--- src/cfp_pkg.sv ---
package cfp_pkg;
   localparam int CLK_HZ = 25000000;
   localparam int OCP_TIME_US = 1000;
   localparam int OTP_TIME_US = 160;
   localparam int OCP_CYCLES = (OCP_TIME_US * (CLK_HZ / 1000000));
   localparam int OTP_CYCLES = (OTP_TIME_US * (CLK_HZ / 1000000)) + 1;
   localparam int RETRY_CYCLES_DEF = 250000;
   localparam int START_CYCLES_DEF = 25000;
   localparam int PROG_CYCLES_DEF = 2500;
   localparam logic [7:0] ADDR_UNLOCK = 8'h61;
   localparam logic [7:0] ADDR_PROGRAM = 8'h60;
   localparam logic [7:0] ADDR_FAULTS = 8'h54;
   localparam logic [7:0] ADDR_IRQ_STATUS = 8'h70;
   localparam logic [7:0] ADDR_IRQ_MASK = 8'h71;
   localparam logic [7:0] ADDR_CTRL_STATUS = 8'h72;
   localparam logic [7:0] UNLOCK_KEY = 8'h61;
   localparam logic [4:0] PROGRAM_CMD = 5'h12;
   localparam logic [7:0] UNLOCK_RESET = 8'h00;
   localparam logic [4:0] CMD_RESET = 5'h00;
   localparam int CMD_LSB = 3;
   localparam int DONE_BIT = 1;
   localparam int IRQ_W = 4;
   localparam int IRQ_OTP = 0;
   localparam int IRQ_OCP = 1;
   localparam int IRQ_SHORT = 2;
   localparam int IRQ_PROG_DONE = 3;

   typedef enum logic [2:0] {
      CFP_OFF = 3'b000,
      CFP_START = 3'b001,
      CFP_RUN = 3'b010,
      CFP_HICCUP = 3'b011,
      CFP_THERMAL = 3'b100
   } cfp_state_t;

   typedef struct packed {
      logic under_volt;
      logic over_current;
      logic short_circuit;
      logic over_temp;
   } cfp_faults_t;

   typedef struct packed {
      logic [7:0] addr;
      logic [7:0] wdata;
      logic wr;
      logic rd;
   } cfp_bus_t;
endpackage

--- src/cfp_timer.sv ---
`timescale 1ns/1ns
module cfp_timer import cfp_pkg::*; #(
   parameter int W = 24
) (
   input wire logic sys_clk,
   input wire logic rst_n,
   input wire logic run,
   input wire logic [W-1:0] limit,
   output logic hit
);
   typedef struct packed {
      logic [W-1:0] cnt;
      logic hit;
   } cfp_tmr_t;
   cfp_tmr_t q;
   cfp_tmr_t next_q;

   // Counts while run holds; hit is a level once limit cycles passed
   always_comb begin
      next_q = q;
      if (!run) begin
         next_q.cnt = '0;
         next_q.hit = 1'b0;
      end else if (q.cnt != limit) begin
         next_q.cnt = q.cnt + 1'b1;
         next_q.hit = ((q.cnt + 1'b1) == limit);
      end
   end

   always_ff @(posedge sys_clk) begin
      if (!rst_n) begin
         q <= '0;
      end else begin
         q <= next_q;
      end
   end

   assign hit = q.hit;
endmodule

--- src/cfp_fault_ctrl.sv ---
// The placing of the registers and the strobed register port were left to the implementer.
`timescale 1ns/1ns
// Summary of operation
// - Input undervoltage resets all protection and control logic at once.
// - Over-current held 1ms disables output, drops power-good, enters hiccup.
// - Hiccup re-runs startup sequence at intervals while the fault persists.
// - Cleared fault ends hiccup; regulation resumes and power-good may return.
// - Short disables output immediately, hiccups until short clears.
// - Overtemperature longer than 160us turns output off, drops power-good.
// - Output re-enables once temperature falls below hysteresis release.
// - Overtemperature persisting, or recurring before a RUN cycle with it gone, after re-enable runs hiccup mode.
// - Command 10010 starts nonvolatile burn; done flag low until complete.
module cfp_fault_ctrl import cfp_pkg::*; #(
   parameter int RETRY_CYCLES = RETRY_CYCLES_DEF,
   parameter int START_CYCLES = START_CYCLES_DEF,
   parameter int PROG_CYCLES = PROG_CYCLES_DEF
) (
   input wire logic sys_clk,
   input wire logic rst_n,
   input wire logic vin_uv,
   input wire logic ocp_in,
   input wire logic short_in,
   input wire logic otp_in,
   input wire logic enable_in,
   input wire logic [7:0] reg_addr,
   input wire logic [7:0] reg_wdata,
   input wire logic reg_wr,
   input wire logic reg_rd,
   output logic [7:0] reg_rdata,
   output logic output_enable,
   output logic power_good_output,
   output logic nv_program_start,
   output logic irq
);
   localparam int TW = 24;

   typedef struct packed {
      cfp_faults_t s1;
      cfp_faults_t s2;
      logic en1;
      logic en2;
      cfp_state_t state;
      logic otp_seen;
      logic [7:0] nv_unlock_key;
      logic [4:0] program_command_field;
      logic program_done_flag;
      logic prog_busy;
      logic [IRQ_W-1:0] irq_status;
      logic [IRQ_W-1:0] irq_mask;
      logic [7:0] rdata;
      logic oe;
      logic pg;
      logic prog_start;
   } cfp_state_reg_t;

   cfp_state_reg_t q;
   cfp_state_reg_t next_q;
   cfp_bus_t bus;
   logic por_n;
   logic ocp_hit;
   logic otp_hit;
   logic start_hit;
   logic retry_hit;
   logic prog_hit;
   logic start_run;
   logic retry_run;

   assign bus = '{addr: reg_addr, wdata: reg_wdata, wr: reg_wr, rd: reg_rd};

   // Undervoltage acts as power-on reset without filtering; the raw pin is
   // used so no synchroniser delay is added before everything is cleared
   assign por_n = rst_n & ~vin_uv;

   assign start_run = (q.state == CFP_START);
   assign retry_run = (q.state == CFP_HICCUP) || (q.state == CFP_THERMAL);

   cfp_timer #(.W(TW)) u_ocp (
      .sys_clk(sys_clk), .rst_n(por_n), .run(q.s2.over_current),
      .limit(TW'(OCP_CYCLES)), .hit(ocp_hit));
   cfp_timer #(.W(TW)) u_otp (
      .sys_clk(sys_clk), .rst_n(por_n), .run(q.s2.over_temp),
      .limit(TW'(OTP_CYCLES)), .hit(otp_hit));
   cfp_timer #(.W(TW)) u_start (
      .sys_clk(sys_clk), .rst_n(por_n), .run(start_run),
      .limit(TW'(START_CYCLES)), .hit(start_hit));
   cfp_timer #(.W(TW)) u_retry (
      .sys_clk(sys_clk), .rst_n(por_n), .run(retry_run),
      .limit(TW'(RETRY_CYCLES)), .hit(retry_hit));
   cfp_timer #(.W(TW)) u_prog (
      .sys_clk(sys_clk), .rst_n(por_n), .run(q.prog_busy),
      .limit(TW'(PROG_CYCLES)), .hit(prog_hit));

   always_comb begin
      logic [IRQ_W-1:0] ev;
      logic load_fault;
      logic [IRQ_W-1:0] clr;
      ev = '0;
      clr = '0;
      load_fault = 1'b0;
      next_q = q;
      next_q.s1 = '{under_volt: vin_uv, over_current: ocp_in, short_circuit: short_in, over_temp: otp_in};
      next_q.s2 = q.s1;
      next_q.en1 = enable_in;
      next_q.en2 = q.en1;
      next_q.prog_start = 1'b0;
      load_fault = ocp_hit || q.s2.short_circuit;

      case (q.state)
         CFP_OFF: begin
            if (q.en2) begin
               next_q.state = CFP_START;
            end
         end
         CFP_START: begin
            if (!q.en2) begin
               next_q.state = CFP_OFF;
            end else if (q.s2.short_circuit) begin
               next_q.state = CFP_HICCUP;
            end else if (ocp_hit) begin
               next_q.state = CFP_HICCUP;
            end else if (otp_hit) begin
               next_q.state = q.otp_seen ? CFP_HICCUP : CFP_THERMAL;
            end else if (start_hit) begin
               next_q.state = CFP_RUN;
            end
         end
         CFP_RUN: begin
            if (!q.en2) begin
               next_q.state = CFP_OFF;
            end else if (load_fault) begin
               next_q.state = CFP_HICCUP;
            end else if (otp_hit) begin
               next_q.state = q.otp_seen ? CFP_HICCUP : CFP_THERMAL;
            end
         end
         CFP_THERMAL: begin
            // Off until the sensor releases past its hysteresis
            if (!q.s2.over_temp) begin
               next_q.state = CFP_START;
               next_q.otp_seen = 1'b1;
            end
         end
         CFP_HICCUP: begin
            // A retry is a fresh startup; detection there re-enters hiccup
            if (retry_hit) begin
               next_q.state = CFP_START;
            end
         end
         default: begin
            next_q.state = CFP_OFF;
         end
      endcase

      // Remembered overtemperature ends after a clean run with the fault gone
      if (q.state == CFP_RUN && !q.s2.over_temp) begin
         next_q.otp_seen = 1'b0;
      end

      next_q.oe = (next_q.state == CFP_START) || (next_q.state == CFP_RUN);
      next_q.pg = (next_q.state == CFP_RUN);

      ev[IRQ_OTP] = otp_hit && !q.s2.over_temp ? 1'b0 : otp_hit && (q.state == CFP_RUN || q.state == CFP_START);
      ev[IRQ_OCP] = ocp_hit && (q.state == CFP_RUN || q.state == CFP_START);
      ev[IRQ_SHORT] = q.s2.short_circuit && (q.state == CFP_RUN || q.state == CFP_START);

      if (prog_hit) begin
         next_q.prog_busy = 1'b0;
         next_q.program_done_flag = 1'b1;
         ev[IRQ_PROG_DONE] = 1'b1;
      end

      next_q.rdata = '0;
      if (bus.rd) begin
         case (bus.addr)
            ADDR_UNLOCK: next_q.rdata = q.nv_unlock_key;
            ADDR_PROGRAM: next_q.rdata = {q.program_command_field, 1'b0, q.program_done_flag, 1'b0};
            ADDR_FAULTS: next_q.rdata = {5'h00, q.s2.short_circuit, q.s2.over_current, q.s2.over_temp};
            ADDR_IRQ_STATUS: next_q.rdata = {4'h0, q.irq_status};
            ADDR_IRQ_MASK: next_q.rdata = {4'h0, q.irq_mask};
            ADDR_CTRL_STATUS: next_q.rdata = {3'h0, q.pg, q.oe, q.state};
            default: next_q.rdata = 8'h00;
         endcase
      end

      if (bus.wr) begin
         case (bus.addr)
            ADDR_UNLOCK: next_q.nv_unlock_key = bus.wdata;
            ADDR_PROGRAM: begin
               next_q.program_command_field = bus.wdata[7:CMD_LSB];
               // Burn only while unlocked and idle; the key is consumed by it
               if (bus.wdata[7:CMD_LSB] == PROGRAM_CMD && q.nv_unlock_key == UNLOCK_KEY
                   && !q.prog_busy) begin
                  next_q.prog_busy = 1'b1;
                  next_q.program_done_flag = 1'b0;
                  next_q.prog_start = 1'b1;
                  next_q.nv_unlock_key = UNLOCK_RESET;
               end
            end
            ADDR_IRQ_STATUS: clr = bus.wdata[IRQ_W-1:0];
            ADDR_IRQ_MASK: next_q.irq_mask = bus.wdata[IRQ_W-1:0];
            default: begin
            end
         endcase
      end
      // Set wins over write-one-to-clear
      next_q.irq_status = (q.irq_status & ~clr) | ev;
   end

   always_ff @(posedge sys_clk) begin
      if (!por_n) begin
         q <= '0;
         q.state <= CFP_OFF;
         q.nv_unlock_key <= UNLOCK_RESET;
         q.program_command_field <= CMD_RESET;
         q.program_done_flag <= 1'b1;
      end else begin
         q <= next_q;
      end
   end

   assign reg_rdata = q.rdata;
   assign output_enable = q.oe;
   assign power_good_output = q.pg;
   assign nv_program_start = q.prog_start;
   assign irq = |(q.irq_status & q.irq_mask);
endmodule

--- config.mk ---
export PLATFORM = sky130hd
export DESIGN_NAME = cfp_fault_ctrl
export DESIGN_NICKNAME = d
export VERILOG_FILES = /design/src/cfp_pkg.sv /design/src/cfp_timer.sv /design/src/cfp_fault_ctrl.sv
export SDC_FILE = /design/constraint.sdc
export NUM_CORES = 1
export LEC_CHECK = 0
export BUFFER_PORTS_ARGS = -buffer_cell sky130_fd_sc_hd__buf_2
export CORE_MARGIN = 2
export CORE_UTILIZATION = 43
export CTS_BUF_LIST = sky130_fd_sc_hd__clkbuf_4
export CTS_CLUSTER_SIZE = 16
export DETAILED_ROUTE_END_ITERATION = 12
export REMOVE_ABC_BUFFERS = 1
export SETUP_SLACK_MARGIN = 0.05
export SLEW_MARGIN = 20
export SYNTH_ARGS = -nofsm -noshare
export SYNTH_HDL_FRONTEND = slang
export SYNTH_HIERARCHICAL = 1
export SYNTH_SLANG_ARGS = --single-unit
export TNS_END_PERCENT = 5
--- constraint.sdc ---
create_clock -name sys_clk -period 2.9 [get_ports sys_clk]
set_input_delay 0.58 -clock sys_clk [delete_from_list [all_inputs] [get_ports sys_clk]]
set_output_delay 0.58 -clock sys_clk [all_outputs]
set_load 0.01 [all_outputs]
==> results.env <==
DIE-WIDTH_UM=175
FLOORPLAN.CORE_AREA_UM2=28800
PORT_BUFFERS=36
FINAL-HOLD-VIOLATION-COUNT=0
PEAKVDDDROP_mV=0.240
CRITICAL-PATH-TOP-DELAY-FAMILY='simple AND/OR/NAND/NOR gates'
DRTANTENNAVIOLNETS=0
NUMBER_OF_GLOBAL_ROUTE_VIAS_BEFORE_REPAIR=10216
GRT_FIRST_PASS_WIRELENGTH_UM=50600
POSTSYNTH.TOPFLOPCELL='sky130_fd_sc_hd__dfxtp_1'
PIN_COUNT_OF_THE_BIGGEST_NET_ENTERING_GLOBAL_ROUTING=26
SYNTH.YOSYS.SEQ_AREA_SHARE_PCT=27.2
YOSYSWARNINGS=6
SYNTH-ASYNC-RESET-RATIO_PCT=0
CP.REQUIRED_PS=3400
NUMBER_OF_ANTENNA_VIOLATIONS_AT_THE_FIRST_CHECK_IN_GLOBAL_ROUTING=3
POWER.TOTAL_W=0.00412
NUM_VIAS=10721
FINALCLOCKSKEW_PS=26.1
DIEAREA_UM2=30600
WORST_SETUP_PATH_START_KIND='flop'
CTS-HTREE-LEVELS=4
SETUP_TNS_PS=0
POST_CTS_HOLD_BUFFER_COUNT=0
CTS-BUFFERS-INSERTED=17
SYNTH.LIB_CELLS_USED.DISTINCT=72
TRITONCTS='built'
SYNTH-SEQ-CELLS=171
MAXSLEWHEADROOM_PCT=53.6
NUMBER_OF_FLOPS_MAPPED_TO_ENABLE_CELLS_BY_YOSYS=0
WIRE_PER_INST_UM=14.3
NUM-FILL-CELLS=2903
FMAXACHIEVABLE_MHz=386
SLEW_AT_THE_PIN_WITH_THE_WORST_MAX_SLEW_SLACK_PS=690
FINALWIRELENGTH_UM=29600
GRT.OVERFLOW.TOTAL=0
SETUP_REPAIR_AFTER_GLOBAL_ROUTING_MISSED_ITS_MARGIN='yes'
POST-ROUTE-PERIOD-UTIL_PCT=89.4
CP.ARRIVAL_PS=3090
SYNTHESIS.INSTANCES=1521
RUN_STATUS='finished clean'
DETAILED_PLACE.AREA_UM2=13600
VIAS_PER_CELL=5.18
FINISHED_CELL_AREA_UM2=13800
INSTANCES_NO_FILL=2068
POST_SYNTH_INSTANCE_AREA_UM2=12600
DIEHEIGHT_UM=175
FLOORPLAN.IO_PINS=37
CTS.SINKS=171
CLK_PIN_SLEW_PS=170
HOLD_PATH_CLASS='in2reg'
CLOCK_TREE.ROOT_CELL='sky130_fd_sc_hd__clkbuf_4'
POSTSYNTHAREAPERCELL_UM2=8.27
CRIT_SLOWEST_CELL='sky130_fd_sc_hd__or4_1'
SEQCELLAREA_UM2=3420
GROUTE.USAGE.OVERALL_PCT=19.8
FINALSETUPVIOLCOUNT=0
LAYOUT_AREA_GROWTH_OVER_SYNTHESIS_PCT=9.93
MULTI_INPUT_AREA_UM2=9150
MAXIMUM_CLOCK_INSERTION_BUFFER_COUNT=2
FRACTION_OF_FINAL_LAYOUT_CELLS_SIZED_BEYOND_DRIVE_STRENGTH_1_PCT=10.3
DETAIL_PLACEMENT_HPWL_UM=22200
TIMING.CRITICAL_PATH.CELLS='ha_1, nand4_1, or4_1, a2111oi_0, a211oi_1, nand4_1, o21ai_1'
LEAKAGEPOWER_nW=4.56
INSERTION_DELAY_PS=590
DETAILEDROUTE.FIRSTITERATIONVIOLATIONS=534
CRITICAL-PATH-TOP-CELL-BY-COUNT='sky130_fd_sc_hd__nand4_1'
POWER_DENSITY_nW_PER_UM2=298
WHS_PS=212
FIN_CRIT_PS=2590
PLACED_CELLS_INCL_TAPS=2034
FP-ROW-COUNT=62
ROUTE.DETAILED.DRC=0
FLOORPLAN.INITIALDENSITY_PCT=43.7
CAP_VIOLATIONS=0
CRITICAL_PATH.MAX_FANOUT=7
CRITICAL_PATH.ENDPOINT_TYPE='flop'
GP_CONGESTION=0.849
PATH_BUF_INV=0
MAX_STAGE_DELAY_PS=660
DETAIL_ROUTE.FIRST_PASS.ITERATIONS=4
FIN_NETS=1699
TOTAL_COUNT_OF_MAX_TRANSITION_VIOLATIONS_IN_THE_FINAL_REPORT=0
SETUP.WORST_PATH.CLASS='reg2reg'
[cell families (layout without fill, tap and decap cells)]
family | count (synthesis) | count (layout) | synth area share, %
other | 2 | 182 | 0.0597
AO/OA/AOI/OAI | 255 | 255 | 14.6
XOR/XNOR | 297 | 297 | 20.7
buffers and inverters | 140 | 123 | 5.36
multiplexers | 28 | 28 | 2.34
adder cells (fa/ha/maj) | 5 | 5 | 0.497
flip-flops | 171 | 171 | 27.2
AND/OR/NAND/NOR | 623 | 623 | 29.3
[sequential cells by signal (all words and copies together) (netlist names)]
signal and cells:
power_good_output 1, u_ocp/hit 1, u_otp/q 24, u_start/q 24, u_retry/q 24, nv_program_start 1
u_prog/hit 1, reg_rdata 8, output_enable 1, u_prog/q 24, u_otp/hit 1, next_q 4
q 31, u_retry/hit 1, u_ocp/q 24, u_start/hit 1
[synth_stat cells (all sizes together) (6+ instances only)]
master | instances | area [µm²]
nand4 | 61 | 413
inv | 26 | 97.6
nor2 | 158 | 596
or3 | 21 | 156
nor3b | 7 | 52.6
buf | 73 | 417
or4 | 15 | 131
a21o | 6 | 45.0
and4 | 7 | 61.3
xor2 | 66 | 578
nand2 | 88 | 343
clkbuf | 41 | 160
dfxtp | 171 | 3420
and3 | 27 | 169
a22oi | 7 | 52.6
a2111oi | 15 | 163
nand3 | 92 | 523
mux2 | 11 | 124
nor2b | 24 | 150
xnor2 | 231 | 2020
a211oi | 61 | 508
nor3 | 19 | 95.1
mux2i | 17 | 170
o21ai | 19 | 95.1
a21boi | 10 | 75.1
nor4b | 10 | 178
a21oi | 83 | 415
nand3b | 7 | 52.6
nand4bb | 6 | 67.6
nor4 | 31 | 350
and2 | 16 | 100
nand2b | 19 | 119
[worst paths after layout]
kind | start | to | slack, ps | cells after the start
min reg2reg | next_q[38] | q[38] | 450 | 1
max reg2reg | u_otp/q[1] | u_otp/hit | 310 | 7
min | ocp_in | next_q[42] | 210 | 2
max | u_otp/q[1] | u_otp/hit | 310 | 7
[report_power, final]
group	total, W	switching, W	internal, W
Sequential	0.00236	0.00000221	0.00235
Clock	0.00140	0.00101	0.000387
Combinational	0.000364	0.000214	0.000150
Total	0.00412	0.00123	0.00289
[layout by cell type, fill, tap and decap left out, types with 10 or more instances in the layout]
cell and count:
sky130_fd_sc_hd__inv_1 26, sky130_fd_sc_hd__nand3_1 87, sky130_fd_sc_hd__xor2_1 66, sky130_fd_sc_hd__nor2b_1 24, sky130_fd_sc_hd__conb_1 180, sky130_fd_sc_hd__and3_1 27, sky130_fd_sc_hd__buf_4 29, sky130_fd_sc_hd__xnor2_1 231
sky130_fd_sc_hd__nand4_1 56, sky130_fd_sc_hd__a21boi_1 10, sky130_fd_sc_hd__and2_1 16, sky130_fd_sc_hd__a211oi_2 10, sky130_fd_sc_hd__a211oi_1 51, sky130_fd_sc_hd__clkbuf_4 17, sky130_fd_sc_hd__or4_1 10, sky130_fd_sc_hd__nor4_1 20
sky130_fd_sc_hd__nor4_4 10, sky130_fd_sc_hd__dfxtp_1 171, sky130_fd_sc_hd__nor3_1 19, sky130_fd_sc_hd__o21ai_0 10, sky130_fd_sc_hd__nand2b_1 19, sky130_fd_sc_hd__nor2_1 157, sky130_fd_sc_hd__buf_2 36, sky130_fd_sc_hd__nand2_1 83
sky130_fd_sc_hd__a21oi_1 83, sky130_fd_sc_hd__or3_1 16, sky130_fd_sc_hd__mux2i_1 17
[routing by layer]
metal	track usage, %	up-vias	part of all wire (%)
met4	4.34	2	1.0
met5	0	-	0.054
met3	3.35	22	2.7
met1	27.4	5045	50
met2	32.3	123	46
li1	-	5529	-
[final cells by class]
class	instances	area share (%)
Multi-Input combinational cell	1388	66.2
Sequential cell	171	24.7
Tap cell	384	3.47
Timing Repair Buffer	65	2.88
Clock inverter	15	1.06
Clock buffer	17	0.923
Inverter	26	0.706
Antenna cell	2	0.0362
[repair_timing]
action / 4_1_cts / 5_1_grt
hold endpoints to repair: 0 / 0
gates resized for setup: 0 / 1
endpoints found under the setup margin: 0 / 2
buffers inserted: 0 / 0
[per-stage QoR]
step | utilization (%) | worst slack [ps]
2_1_floorplan | - | 10.7
3_3_place_gp | 47.1 | 395
3_5_place_dp | 47.1 | 303
4_1_cts | 48.0 | 291
5_1_grt | 48.1 | 24.5
6_report | 48.1 | 307
Power figures use the tool's default switching activity.
